==> config.mk <==
export PLATFORM = sky130hd
export DESIGN_NAME = multimode_16bit_timer
export DESIGN_NICKNAME = d
export VERILOG_FILES = /design/src/rtl/timer_pkg.sv /design/src/rtl/multimode_16bit_timer.sv /design/src/rtl/pin_edge_detect.sv
export VERILOG_INCLUDE_DIRS = /design/src /design/src/rtl
export SDC_FILE = /design/constraint.sdc
export NUM_CORES = 1
export LEC_CHECK = 0
export ABC_AREA = 1
export BUFFER_PORTS_ARGS = -buffer_cell sky130_fd_sc_hd__buf_2
export CORE_UTILIZATION = 40
export CTS_CLUSTER_DIAMETER = 80
export CTS_CLUSTER_SIZE = 24
export DETAILED_ROUTE_END_ITERATION = 10
export PLACE_DENSITY = 0.6
export SLEW_MARGIN = 20
export SYNTH_ARGS = -nofsm -noshare
export SYNTH_HDL_FRONTEND = slang
export SYNTH_SLANG_ARGS = --single-unit
==> constraint.sdc <==
create_clock -name i_ref_clk -period 2.9 [get_ports i_ref_clk]
set_clock_uncertainty 0.05 [all_clocks]
set_input_delay 0 -clock i_ref_clk [delete_from_list [all_inputs] [get_ports i_ref_clk]]
set_output_delay 0 -clock i_ref_clk [all_outputs]
set_load 0.02 [all_outputs]
==> src/rtl/timer_map.svh <==
/*
  Offsets, control bit positions, reset values and timing counts of the
  multimode 16-bit timer. Assumes a byte-wide memory-mapped core bus.
*/
`ifndef TIMER_MAP_SVH
`define TIMER_MAP_SVH

`define ADDR_RELOAD_B_LO  8'ha7
`define ADDR_RELOAD_B_HI  8'ha8
`define ADDR_RELOAD_A_LO  8'haa
`define ADDR_RELOAD_A_HI  8'hab
`define ADDR_COUNT_LO     8'hac
`define ADDR_COUNT_HI     8'had
`define ADDR_CONTROL      8'hae

`define CTL_MODE_HI       7
`define CTL_MODE_MID      6
`define CTL_EDGE_TOGGLE   5
`define CTL_RUN_UFPND     4
`define CTL_PENDING       3
`define CTL_IRQ_ENABLE    2
`define CTL_CAPTURE_TYPE  1
`define CTL_DUAL_RELOAD   0

`define COUNT_RESET       16'hffff
`define RELOAD_RESET      16'h0000
`define CONTROL_RESET     8'h00

`define REF_CLK_HZ        20000000
`define INSTR_CLK_HZ      1000000
`define INSTR_DIV         (`REF_CLK_HZ / `INSTR_CLK_HZ)

`endif

==> src/rtl/timer_pkg.sv <==
/*
  Types of the multimode timer. Assumes timer_map.svh carries the numbers.
*/
package timer_pkg;
  typedef enum logic [1:0] {
    MODE_EVENT   = 2'b00,
    MODE_CAPTURE = 2'b01,
    MODE_DIFF    = 2'b11,
    MODE_PWM     = 2'b10
  } timer_mode_t;
endpackage

==> src/rtl/multimode_16bit_timer.sv <==
/*
  Multimode 16-bit down timer: PWM, event count, capture, difference capture.
  Assumes a byte-wide core bus, a 20 MHz reference clock and a pin pad
  shared with general-purpose line two outside this block.
*/
// Behaviour
// - Outside capture modes, count only while run bit 4 is set; decrement once per counting clock.
// - Reset: counter 0xffff, both reload registers 0x0000, control 0x00.
// - Counting clock is instruction clock or pin edges, by mode.
// - Decrement from 0x0000 is underflow; flag, reload (0xffff in capture modes), toggle pin in PWM with bit 5.
// - Control bit 2 enables the timer interrupt request.
// - Control bit 3 is the pending flag.
// - Interrupt source is underflow, or capture and underflow in capture modes.
// - In capture modes bit 4 becomes the underflow pending flag.
// - Bit 1 picks pulse (opposite edges) or cycle (like edges) capture.
// - PWM bit 0 alternates primary and secondary reload, primary first.
// - Bits 7:6 = 10 select PWM; bit 5 enables pin toggle.
// - Bits 7:6 = 00 count pin edges, bit 5 picks falling.
// - Bits 7:6 = 01 capture count into primary register on chosen edge.
// - Bits 7:6 = 11 difference capture over edge pair chosen by bits 5,1.
// - Counter and reloads are high/low byte pairs; control is one byte.
// - Timer pin is shared with general-purpose line two.
// - PWM and event underflow reloads, continues and sets pending.
// - Interrupt only when enable and global enable are both set.
`timescale 1ns/100ps
`include "timer_map.svh"
module multimode_16bit_timer (
  input  wire logic       i_ref_clk,
  input  wire logic       i_rstn,
  input  wire logic [7:0] i_addr,
  input  wire logic       i_wr,
  input  wire logic       i_rd,
  input  wire logic [7:0] i_wdata,
  input  wire logic       i_global_irq_enable,
  input  wire logic       i_timer_pin,
  output logic      [7:0] o_rdata,
  output logic            o_timer_interrupt,
  output logic            o_timer_pin,
  output logic            o_timer_pin_oe_n
);
  import timer_pkg::*;

  // =====================================
  // Reset release
  // Asserts at once, leaves on a clock edge after two flops
  logic rst_meta;
  logic rst_n;
  always_ff @(posedge i_ref_clk or negedge i_rstn) begin
    if (!i_rstn) begin
      rst_meta <= 1'b0;
      rst_n    <= 1'b0;
    end else begin
      rst_meta <= 1'b1;
      rst_n    <= rst_meta;
    end
  end

  // =====================================
  // Instruction clock enable
  // Fixed divide; another reference clock needs a new map value
  logic [4:0] div_cnt;
  logic       instr_tick;
  always_ff @(posedge i_ref_clk or negedge rst_n) begin
    if (!rst_n) begin
      div_cnt    <= 5'h00;
      instr_tick <= 1'b0;
    end else if (div_cnt == 5'((`INSTR_DIV) - 1)) begin
      div_cnt    <= 5'h00;
      instr_tick <= 1'b1;
    end else begin
      div_cnt    <= div_cnt + 5'h01;
      instr_tick <= 1'b0;
    end
  end

  // =====================================
  // Pin edges
  logic pin_rise;
  logic pin_fall;
  // Pin edges assume the source keeps half-rate spacing
  pin_edge_detect u_edge (
    .i_ref_clk (i_ref_clk),
    .i_rst_n   (rst_n),
    .i_pin     (i_timer_pin),
    .o_rise    (pin_rise),
    .o_fall    (pin_fall)
  );

  // =====================================
  // Registers and decode
  logic [15:0] timer_count;
  logic [15:0] primary_reload_capture;
  logic [15:0] secondary_reload;
  logic [7:0]  timer_control;
  logic        use_secondary;
  logic        diff_armed;
  logic        pin_level;

  timer_mode_t mode;
  logic        edge_sel;
  logic        run_bit;
  logic        cap_type;

  assign mode     = timer_mode_t'(timer_control[`CTL_MODE_HI:`CTL_MODE_MID]);
  assign edge_sel = timer_control[`CTL_EDGE_TOGGLE];
  assign run_bit  = timer_control[`CTL_RUN_UFPND];
  assign cap_type = timer_control[`CTL_CAPTURE_TYPE];

  function automatic logic wr_at(input logic [7:0] a);
    wr_at = i_wr && (i_addr == a);
  endfunction

  function automatic logic pick_edge(input logic falling, input logic r, input logic f);
    pick_edge = falling ? f : r;
  endfunction

  // =====================================
  // Counting clock selection
  logic capture_mode;
  logic count_tick;
  logic underflow;
  assign capture_mode = (mode == MODE_CAPTURE) || (mode == MODE_DIFF);

  always_comb begin
    unique case (mode)
      MODE_EVENT: count_tick = pick_edge(edge_sel, pin_rise, pin_fall);
      default:    count_tick = instr_tick;
    endcase
  end

  // Capture modes free-run; run bit is reused there
  logic counting;
  assign counting  = count_tick && (capture_mode || run_bit);
  assign underflow = counting && (timer_count == 16'h0000);

  // =====================================
  // Capture events
  logic start_edge;
  logic stop_edge;
  logic capture_now;
  assign start_edge = pick_edge(edge_sel, pin_rise, pin_fall);
  // Like edges when cycle capture, opposite when pulse capture
  assign stop_edge  = pick_edge(edge_sel ^ ~cap_type, pin_rise, pin_fall);

  always_comb begin
    unique case (mode)
      MODE_CAPTURE: capture_now = start_edge;
      MODE_DIFF:    capture_now = diff_armed && stop_edge;
      default:      capture_now = 1'b0;
    endcase
  end

  // Difference capture restarts the counter on the opening edge
  // Cycle capture re-arms on the next like edge, so every other edge measures
  always_ff @(posedge i_ref_clk or negedge rst_n) begin
    if (!rst_n) begin
      diff_armed <= 1'b0;
    end else if (mode != MODE_DIFF) begin
      diff_armed <= 1'b0;
    end else if (capture_now) begin
      diff_armed <= 1'b0;
    end else if (start_edge) begin
      diff_armed <= 1'b1;
    end
  end

  // =====================================
  // Counter
  logic [15:0] reload_value;
  always_comb begin
    if (mode == MODE_PWM && timer_control[`CTL_DUAL_RELOAD] && use_secondary) begin
      reload_value = secondary_reload;
    end else begin
      reload_value = primary_reload_capture;
    end
  end

  // No byte latch, so a borrow between two byte writes stays visible
  always_ff @(posedge i_ref_clk or negedge rst_n) begin
    if (!rst_n) begin
      timer_count <= `COUNT_RESET;
    end else if (wr_at(`ADDR_COUNT_LO)) begin
      timer_count[7:0] <= i_wdata;
    end else if (wr_at(`ADDR_COUNT_HI)) begin
      timer_count[15:8] <= i_wdata;
    end else if (mode == MODE_DIFF && start_edge && !diff_armed) begin
      timer_count <= `COUNT_RESET;
    end else if (underflow) begin
      if (capture_mode) begin
        timer_count <= `COUNT_RESET;
      end else begin
        timer_count <= reload_value;
      end
    end else if (counting) begin
      timer_count <= timer_count - 16'h0001;
    end
  end

  // Alternation restarts on primary whenever dual reload is off
  always_ff @(posedge i_ref_clk or negedge rst_n) begin
    if (!rst_n) begin
      use_secondary <= 1'b0;
    end else if (mode != MODE_PWM || !timer_control[`CTL_DUAL_RELOAD]) begin
      use_secondary <= 1'b0;
    end else if (underflow) begin
      use_secondary <= ~use_secondary;
    end
  end

  // =====================================
  // Reload and capture registers
  logic [15:0] captured;
  assign captured = (mode == MODE_DIFF) ? (`COUNT_RESET - timer_count) : timer_count;

  always_ff @(posedge i_ref_clk or negedge rst_n) begin
    if (!rst_n) begin
      primary_reload_capture <= `RELOAD_RESET;
    end else if (capture_now) begin
      // Hardware capture wins over a same-cycle byte write
      primary_reload_capture <= captured;
    end else if (wr_at(`ADDR_RELOAD_A_LO)) begin
      primary_reload_capture[7:0] <= i_wdata;
    end else if (wr_at(`ADDR_RELOAD_A_HI)) begin
      primary_reload_capture[15:8] <= i_wdata;
    end
  end

  always_ff @(posedge i_ref_clk or negedge rst_n) begin
    if (!rst_n) begin
      secondary_reload <= `RELOAD_RESET;
    end else if (wr_at(`ADDR_RELOAD_B_LO)) begin
      secondary_reload[7:0] <= i_wdata;
    end else if (wr_at(`ADDR_RELOAD_B_HI)) begin
      secondary_reload[15:8] <= i_wdata;
    end
  end

  // =====================================
  // Control register
  logic set_pending;
  logic set_uf_pending;
  always_comb begin
    unique case (mode)
      MODE_CAPTURE, MODE_DIFF: begin
        set_pending    = capture_now;
        set_uf_pending = underflow;
      end
      default: begin
        set_pending    = underflow;
        set_uf_pending = 1'b0;
      end
    endcase
  end

  always_ff @(posedge i_ref_clk or negedge rst_n) begin
    if (!rst_n) begin
      timer_control <= `CONTROL_RESET;
    end else begin
      if (wr_at(`ADDR_CONTROL)) begin
        timer_control <= i_wdata;
      end
      // Hardware set beats a same-cycle clear
      if (set_pending) begin
        timer_control[`CTL_PENDING] <= 1'b1;
      end
      if (set_uf_pending) begin
        timer_control[`CTL_RUN_UFPND] <= 1'b1;
      end
    end
  end

  // =====================================
  // Read data
  logic [7:0] next_rdata;
  always_comb begin
    unique case (i_addr)
      `ADDR_RELOAD_B_LO: next_rdata = secondary_reload[7:0];
      `ADDR_RELOAD_B_HI: next_rdata = secondary_reload[15:8];
      `ADDR_RELOAD_A_LO: next_rdata = primary_reload_capture[7:0];
      `ADDR_RELOAD_A_HI: next_rdata = primary_reload_capture[15:8];
      `ADDR_COUNT_LO:    next_rdata = timer_count[7:0];
      `ADDR_COUNT_HI:    next_rdata = timer_count[15:8];
      `ADDR_CONTROL:     next_rdata = timer_control;
      default:           next_rdata = 8'h00;
    endcase
  end

  always_ff @(posedge i_ref_clk or negedge rst_n) begin
    if (!rst_n) begin
      o_rdata <= 8'h00;
    end else if (i_rd) begin
      o_rdata <= next_rdata;
    end
  end

  // =====================================
  // Interrupt sources
  // Capture modes keep underflows apart on bit 4, both can interrupt
  logic pending_any;
  always_comb begin
    if (capture_mode) begin
      pending_any = timer_control[`CTL_PENDING] | timer_control[`CTL_RUN_UFPND];
    end else begin
      pending_any = timer_control[`CTL_PENDING];
    end
  end

  // =====================================
  // Interrupt request
  // Registered for a clean request; costs one cycle of latency
  always_ff @(posedge i_ref_clk or negedge rst_n) begin
    if (!rst_n) begin
      o_timer_interrupt <= 1'b0;
    end else begin
      o_timer_interrupt <= pending_any
                         & timer_control[`CTL_IRQ_ENABLE]
                         & i_global_irq_enable;
    end
  end

  // =====================================
  // Timer pin: drives only in PWM, else input for gpio_line_two pad
  // Direction follows mode alone, so a stopped PWM keeps its level
  always_ff @(posedge i_ref_clk or negedge rst_n) begin
    if (!rst_n) begin
      pin_level <= 1'b0;
    end else if (mode == MODE_PWM && edge_sel && underflow) begin
      pin_level <= ~pin_level;
    end
  end

  always_ff @(posedge i_ref_clk or negedge rst_n) begin
    if (!rst_n) begin
      o_timer_pin      <= 1'b0;
      o_timer_pin_oe_n <= 1'b1;
    end else begin
      o_timer_pin      <= pin_level;
      o_timer_pin_oe_n <= (mode != MODE_PWM);
    end
  end
endmodule

==> src/rtl/pin_edge_detect.sv <==
/*
  Two-flop synchroniser and edge detector for the timer pin.
  Assumes the pin is asynchronous to i_ref_clk.
*/
`timescale 1ns/100ps
module pin_edge_detect (
  input  wire logic i_ref_clk,
  input  wire logic i_rst_n,
  input  wire logic i_pin,
  output logic      o_rise,
  output logic      o_fall
);
  logic meta;
  logic sync;
  logic prev;

  // =====================================
  // Synchroniser: meta only feeds sync
  // Reset to the pulled-up idle level, so no false edge follows reset
  always_ff @(posedge i_ref_clk or negedge i_rst_n) begin
    if (!i_rst_n) begin
      meta <= 1'b1;
      sync <= 1'b1;
      prev <= 1'b1;
    end else begin
      meta <= i_pin;
      sync <= meta;
      prev <= sync;
    end
  end

  assign o_rise = sync & ~prev;
  assign o_fall = ~sync & prev;
endmodule

==> results of run 1 <==
## cell usage after synthesis, types with 5 or more instances
cell type  instances  share of area [%]
nor2_1           134                9.8
o21ai_1            7               0.68
clkbuf_1           6               0.44
buf_4              5               0.73
dfstp_2           20                 10
xor2_1             8                1.4
nand2_2            6               0.73
dfrtp_1           61                 30
inv_1             52                3.8
o21ai_0           49                4.8
nor2_2             5               0.61
nand4_1           17                2.1
nand2_1          242                 18
nand3_1          112                 11
buf_2             14                1.4
## metrics by stage
step | area, sq um | utilization (%) | std cells | hold WS (ns)
after global routing | 5920 | 46.9 | 983 | 0.0713
final | 5920 | 46.9 | 983 | 0.0469
after global placement | 5430 | 43.0 | 953 | -0.263
after detailed placement | 5430 | 43.0 | 953 | -0.263
after CTS | 5900 | 46.7 | 982 | 0.0371
after floorplan | 5160 | - | 770 | -0.346
## kinds of logic after synthesis
family	after synthesis
flops	81
xor+xnor	11
other cells	1
fa+ha+maj	2
simple gates	530
buf+inv	86
compound gates	59
## power by group through the flow
stage          clock, mW  sequential (mW)  combinational (mW)
2_1_floorplan          0             1.59               0.951
6_report            1.33             1.74                1.27
5_1_grt             1.40             1.75                1.44
3_5_place_dp           0             1.75                1.22
3_3_place_gp           0             1.76                1.20
4_1_cts             1.35             1.74                1.23
## repair_timing
action / 4_1_cts / 5_1_grt
endpoints found under the hold margin: 33 / 0
resized for setup: 0 / 0
hold buffers: 13 / 0
## worst max-delay path: cells and delay by family, from the launching register on
family | cells | cell delay (ns)
flops | 1 | 0.54
buf+inv | 2 | 0.51
simple gates | 5 | 1.10
## worst max-delay path by stage
stage | to | slack, ns
2_1_floorplan | diff_armed | 0.46
5_1_grt | primary_reload_capture[6] | 0.32
4_1_cts | primary_reload_capture[8] | 0.61
3_5_place_dp | primary_reload_capture[8] | 0.61
6_report | primary_reload_capture[8] | 0.58
3_3_place_gp | primary_reload_capture[11] | 0.68
## sequential cells by signal, summed over array words and instances (netlist names), 5 cells and up
name / cells
secondary_reload: 16
timer_count: 16
primary_reload_capture: 16
div_cnt: 5
o_rdata: 8
timer_control: 8
## layout make-up
| type | instances | area share [%] |
|---|---|---|
| multi-input combinational | 603 | 46.0 |
| sequential | 81 | 34.7 |
| timing repair buffer | 54 | 6.38 |
| clock buffer | 11 | 3.93 |
| tap | 172 | 3.63 |
| inverter | 57 | 3.61 |
| clock inverter | 5 | 1.75 |
## per-layer routing
layer / track usage [%] / vias to the layer above / share of wire (%) / wire [um]
li1: - / 2544 / - / -
met1: 37.4 / 2386 / 45 / 7910
met2: 44.6 / 201 / 44 / 7880
met3: 4.92 / 43 / 6.7 / 1200
met4: 15.6 / 0 / 4.2 / 739
met5: 0 / - / 0 / 0
==> impl_metrics.toml, run 1 <==
[logic_synthesis]
synth_top_family_by_area = "simple AND/OR/NAND/NOR gates"
syn_nets = 794
synth_seq_cells = 81
synth-async-reset-ratio_pct = 100
synth-compound-area-share_pct = 5.77
synthXorXnorAreaFrac_pct = 1.87
synth_ff_type = "dfrtp_1"
synthMuxAreaShare_pct = 0
synth_adder_area_share_pct = 0.485
synth_area_sq_um = 5160
seq_area_frac_synth_pct = 39.8
synth_edf_count = 0
yosysWarningCount = 0
synthSimpleGateAreaFrac_pct = 44.6
synth_cell_type_count = 31
synth.avg_cell_area_sq_um = 6.70
synth_cells = 770

[worst_setup_path]
cp_cell_sequence = "nand2_2 > inv_2 > nand4_1 > nand2_1 > inv_1 > nand3_1 > nand3_1"
crit_top_cell = "nand3_1"
slowest_delay_ns = 0.54
arrival_ns = 2.51
timing.rr.end = "primary_reload_capture[8]"
crit_type = "reg2reg"
startpoint = "timer_control[6]"
critPathMaxFanout = 22
worstRegToRegCells = 7
ff2ff_setup_slack_ns = 0.58
worst_ep_required_time_ns = 3.09
endpoint_kind = "flop"
cp-start-kind = "flop"
crit_slowest_cell = "dfrtp_1"
crit-reg2reg-launch = "timer_control[6]"

[power_and_ir_drop]
p_leak_nw = 3.05
power_density_nw_per_um2 = 732
power_mw = 4.34
intPower_mw = 2.69
switching_share_pct = 38.0
p_switching_mw = 1.65
power_frac_seq_pct = 40.0
pwr-share-clk_pct = 30.7
comb_power_share_pct = 29.2
max-vdd-ir-drop_mv = 0.319

[clock_network]
cts-root-buf = "clkbuf_16"
cts_tree = "built"
clk_path_buf_depth = 2
clock_latency_ns = 0.36
h-tree-depth = 3
clk_pin_slew_ns = 0.06
post-cts-setup-buffers = 0
clock-sinks = 81
numCtsBuffers = 9

[finish]
seq_area_sq_um = 2060
antennaDiodeCount = 0
fin_nets = 830
drive_above_1_share_pct = 12.5
area_growth_pct = 14.8
final_cell_mix = "nand2_1, nor2_1, nand3_1, dfrtp_1, inv_1"
multi_input_area_sq_um = 2730
final_common_cell = "nand2_1"
fillerInstances = 1312

[sta]
setup_tns_ns = 0
drv_slew = 0
worst_slew_pin_slew_ns = 0.730
finalHoldViolCount = 0
grt_setup_unrepaired = "no"
final.period_utilization_pct = 80.1
setup_viol = 0
setup_ws_ns = 0.578
fmaxAchievable_ghz = 0.431
min_period_ns = 2.32
slew_headroom_pct = 51.0

[grt]
grt_pass1_vias = 4876
grt_pass1_wl_um = 27700
grt_max_degree = 80
grt.overflow.total = 0
track_usage_pct = 28.5
grt_antenna_before_repair = 0

[worst_hold_path]
hold_start = "i_wr"
holdPathStages = 3
hold_end = "timer_control[4]"
hold_class = "in2reg"

[die]
start_util_pct = 40.9
die_area_sq_um = 13400
die_x_um = 116
core_sq_um = 12600
die_y_um = 116
rows = 41
io-pin-count = 33

[placed_design]
gp_congestion = 0.961
portBuffers = 32
dp_hpwl_um = 13300
dp_slack_ns = 0.612

[drt]
drtIter0Drc = 518
vias = 5174
ant_nets = 0
drc = 0
routed_wl_um = 17700
vias_per_cell = 5.26
wl_per_cell_um = 18.0
drt_first_pass_iters = 7

[run]
drv_cap = 0

[status]
status = "complete, no violations"
Power figures use the tool's default switching activity.
==> inputs of run 2 (changes only) <==
- clock period: 2.9 -> 2.3 ns (I/O delays scaled with it)
==> impl_metrics.toml, run 2 (synthesis results as in run 1) <==
[clock_network]
post-cts-setup-buffers = 0
cts-root-buf = "clkbuf_16"
clk_path_buf_depth = 2
clock-sinks = 81
numCtsBuffers = 9
clock_latency_ns = 0.36
cts_tree = "built"
clk_pin_slew_ns = 0.07
h-tree-depth = 3

[finish]
reg_top3 = "primary_reload_capture (16), secondary_reload (16), timer_count (16)"
final_cell_mix = "nand2_1, nor2_1, nand3_1, dfrtp_1, inv_1"
antennaDiodeCount = 0
drive_above_1_share_pct = 13.5
area_growth_pct = 14.4
final_area_sq_um = 5900
final_common_cell = "nand2_1"
fin_nets = 836

[sta]
setup_viol = 0
slew_headroom_pct = 56.4
fmaxAchievable_ghz = 0.485
holdWs_ns = 0.0204
drv_slew = 0
final.period_utilization_pct = 89.6
worst_slew_pin_slew_ns = 0.654
setup_tns_ns = 0
finalHoldViolCount = 0
grt_setup_unrepaired = "no"
setup_ws_ns = 0.239
min_period_ns = 2.06

[die]
die_x_um = 116
start_util_pct = 40.9
core_sq_um = 12600
rows = 41
die_area_sq_um = 13400
io-pin-count = 33
die_y_um = 116

[grt]
grt_antenna_before_repair = 0
grt_pass1_wl_um = 27800
grt_max_degree = 48
grt.overflow.total = 0
grt_pass1_vias = 5022
track_usage_pct = 28.8

[worst_setup_path]
endpoint_kind = "flop"
slowest_delay_ns = 0.39
cp_cell_sequence = "inv_1 > ha_1 > nand2_2 > nor2_2 > nand2_2 > nor2_4 > nand3_2 > xnor2_1"
cp-start-kind = "flop"
arrival_ns = 2.25
crit_top_cell = "nand2_2"
critPathMaxFanout = 17
worst_ep_required_time_ns = 2.49
crit_slowest_cell = "dfstp_2"
crit_type = "reg2reg"

[drt]
wl_per_cell_um = 18.1
vias = 5280
routed_wl_um = 17900
vias_per_cell = 5.34
drt_first_pass_iters = 5
ant_nets = 0
drc = 0
drtIter0Drc = 398

[power_and_ir_drop]
power_density_nw_per_um2 = 870
p_leak_nw = 3.05
max-vdd-ir-drop_mv = 0.362

[placed_design]
dpl_cell_area_sq_um = 5500
portBuffers = 32
dp_slack_ns = 0.311
dp_hpwl_um = 13100
gp_congestion = 0.956

[status]
status = "complete, no violations"

[worst_hold_path]
hold_class = "in2reg"

[run]
drv_cap = 0
run 2: final timing paths:
kind	startpoint	end	slack (ns)	cells after the start
worst max-delay path	timer_count[0]	pin_level	0.24	8
worst min-delay path	i_wr	timer_control[4]	0.02	3
worst max register to register	timer_count[0]	pin_level	0.24	8
worst min register to register	u_edge.meta	u_edge.sync	0.31	0
max in group asynchronous	rst_n	timer_count[6]	1.19	1
min in group asynchronous	rst_n	div_cnt[4]	0.32	0
run 2: where the power goes:
part | leakage [nW] | internal [mW] | switching (mW)
sequential | 0.946 | 1.77 | 0.414
combinational | 1.97 | 0.553 | 1.00
clock | 0.137 | 0.741 | 0.652
total | 3.05 | 3.06 | 2.07
run 2: what timing repair did:
action	4_1_cts	5_1_grt
resized for setup	0	0
hold buffers	12	0
endpoints found under the hold margin	31	0
run 2: area by class of cell:
cell class,instances,area (sq um)
fillers,1308,6720
clock buffers,9,225
flip-flops and latches,81,2060
well taps,172,215
multi-input cells,603,2730
clock inverters,7,52.6
inverters,57,214
repair buffers,60,413
run 2: through the flow:
| step | power, mW | util [%] | std cells |
|---|---|---|---|
| final | 5.13 | 46.8 | 989 |
| after global routing | 5.48 | 46.8 | 989 |
| after CTS | 5.12 | 46.8 | 989 |
| after detailed placement | 3.71 | 43.6 | 961 |
| after global placement | 3.69 | 43.6 | 961 |
| after floorplan | 3.20 | - | 770 |
run 2: per-layer routing:
metal | part of all wire (%) | track usage (%) | wire [um]
met4 | 5.5 | 21.0 | 991
met1 | 42 | 35.7 | 7580
met3 | 6.3 | 5.54 | 1130
met5 | 0 | 0 | 0
met2 | 46 | 45.1 | 8220
run 2: worst max-delay path, delay by kind of cell (launching register included):
kind	cells	cell delay [ns]
simple gates	5	0.93
xor+xnor	1	0.17
fa+ha+maj	1	0.26
flops	1	0.39
buf+inv	1	0.14
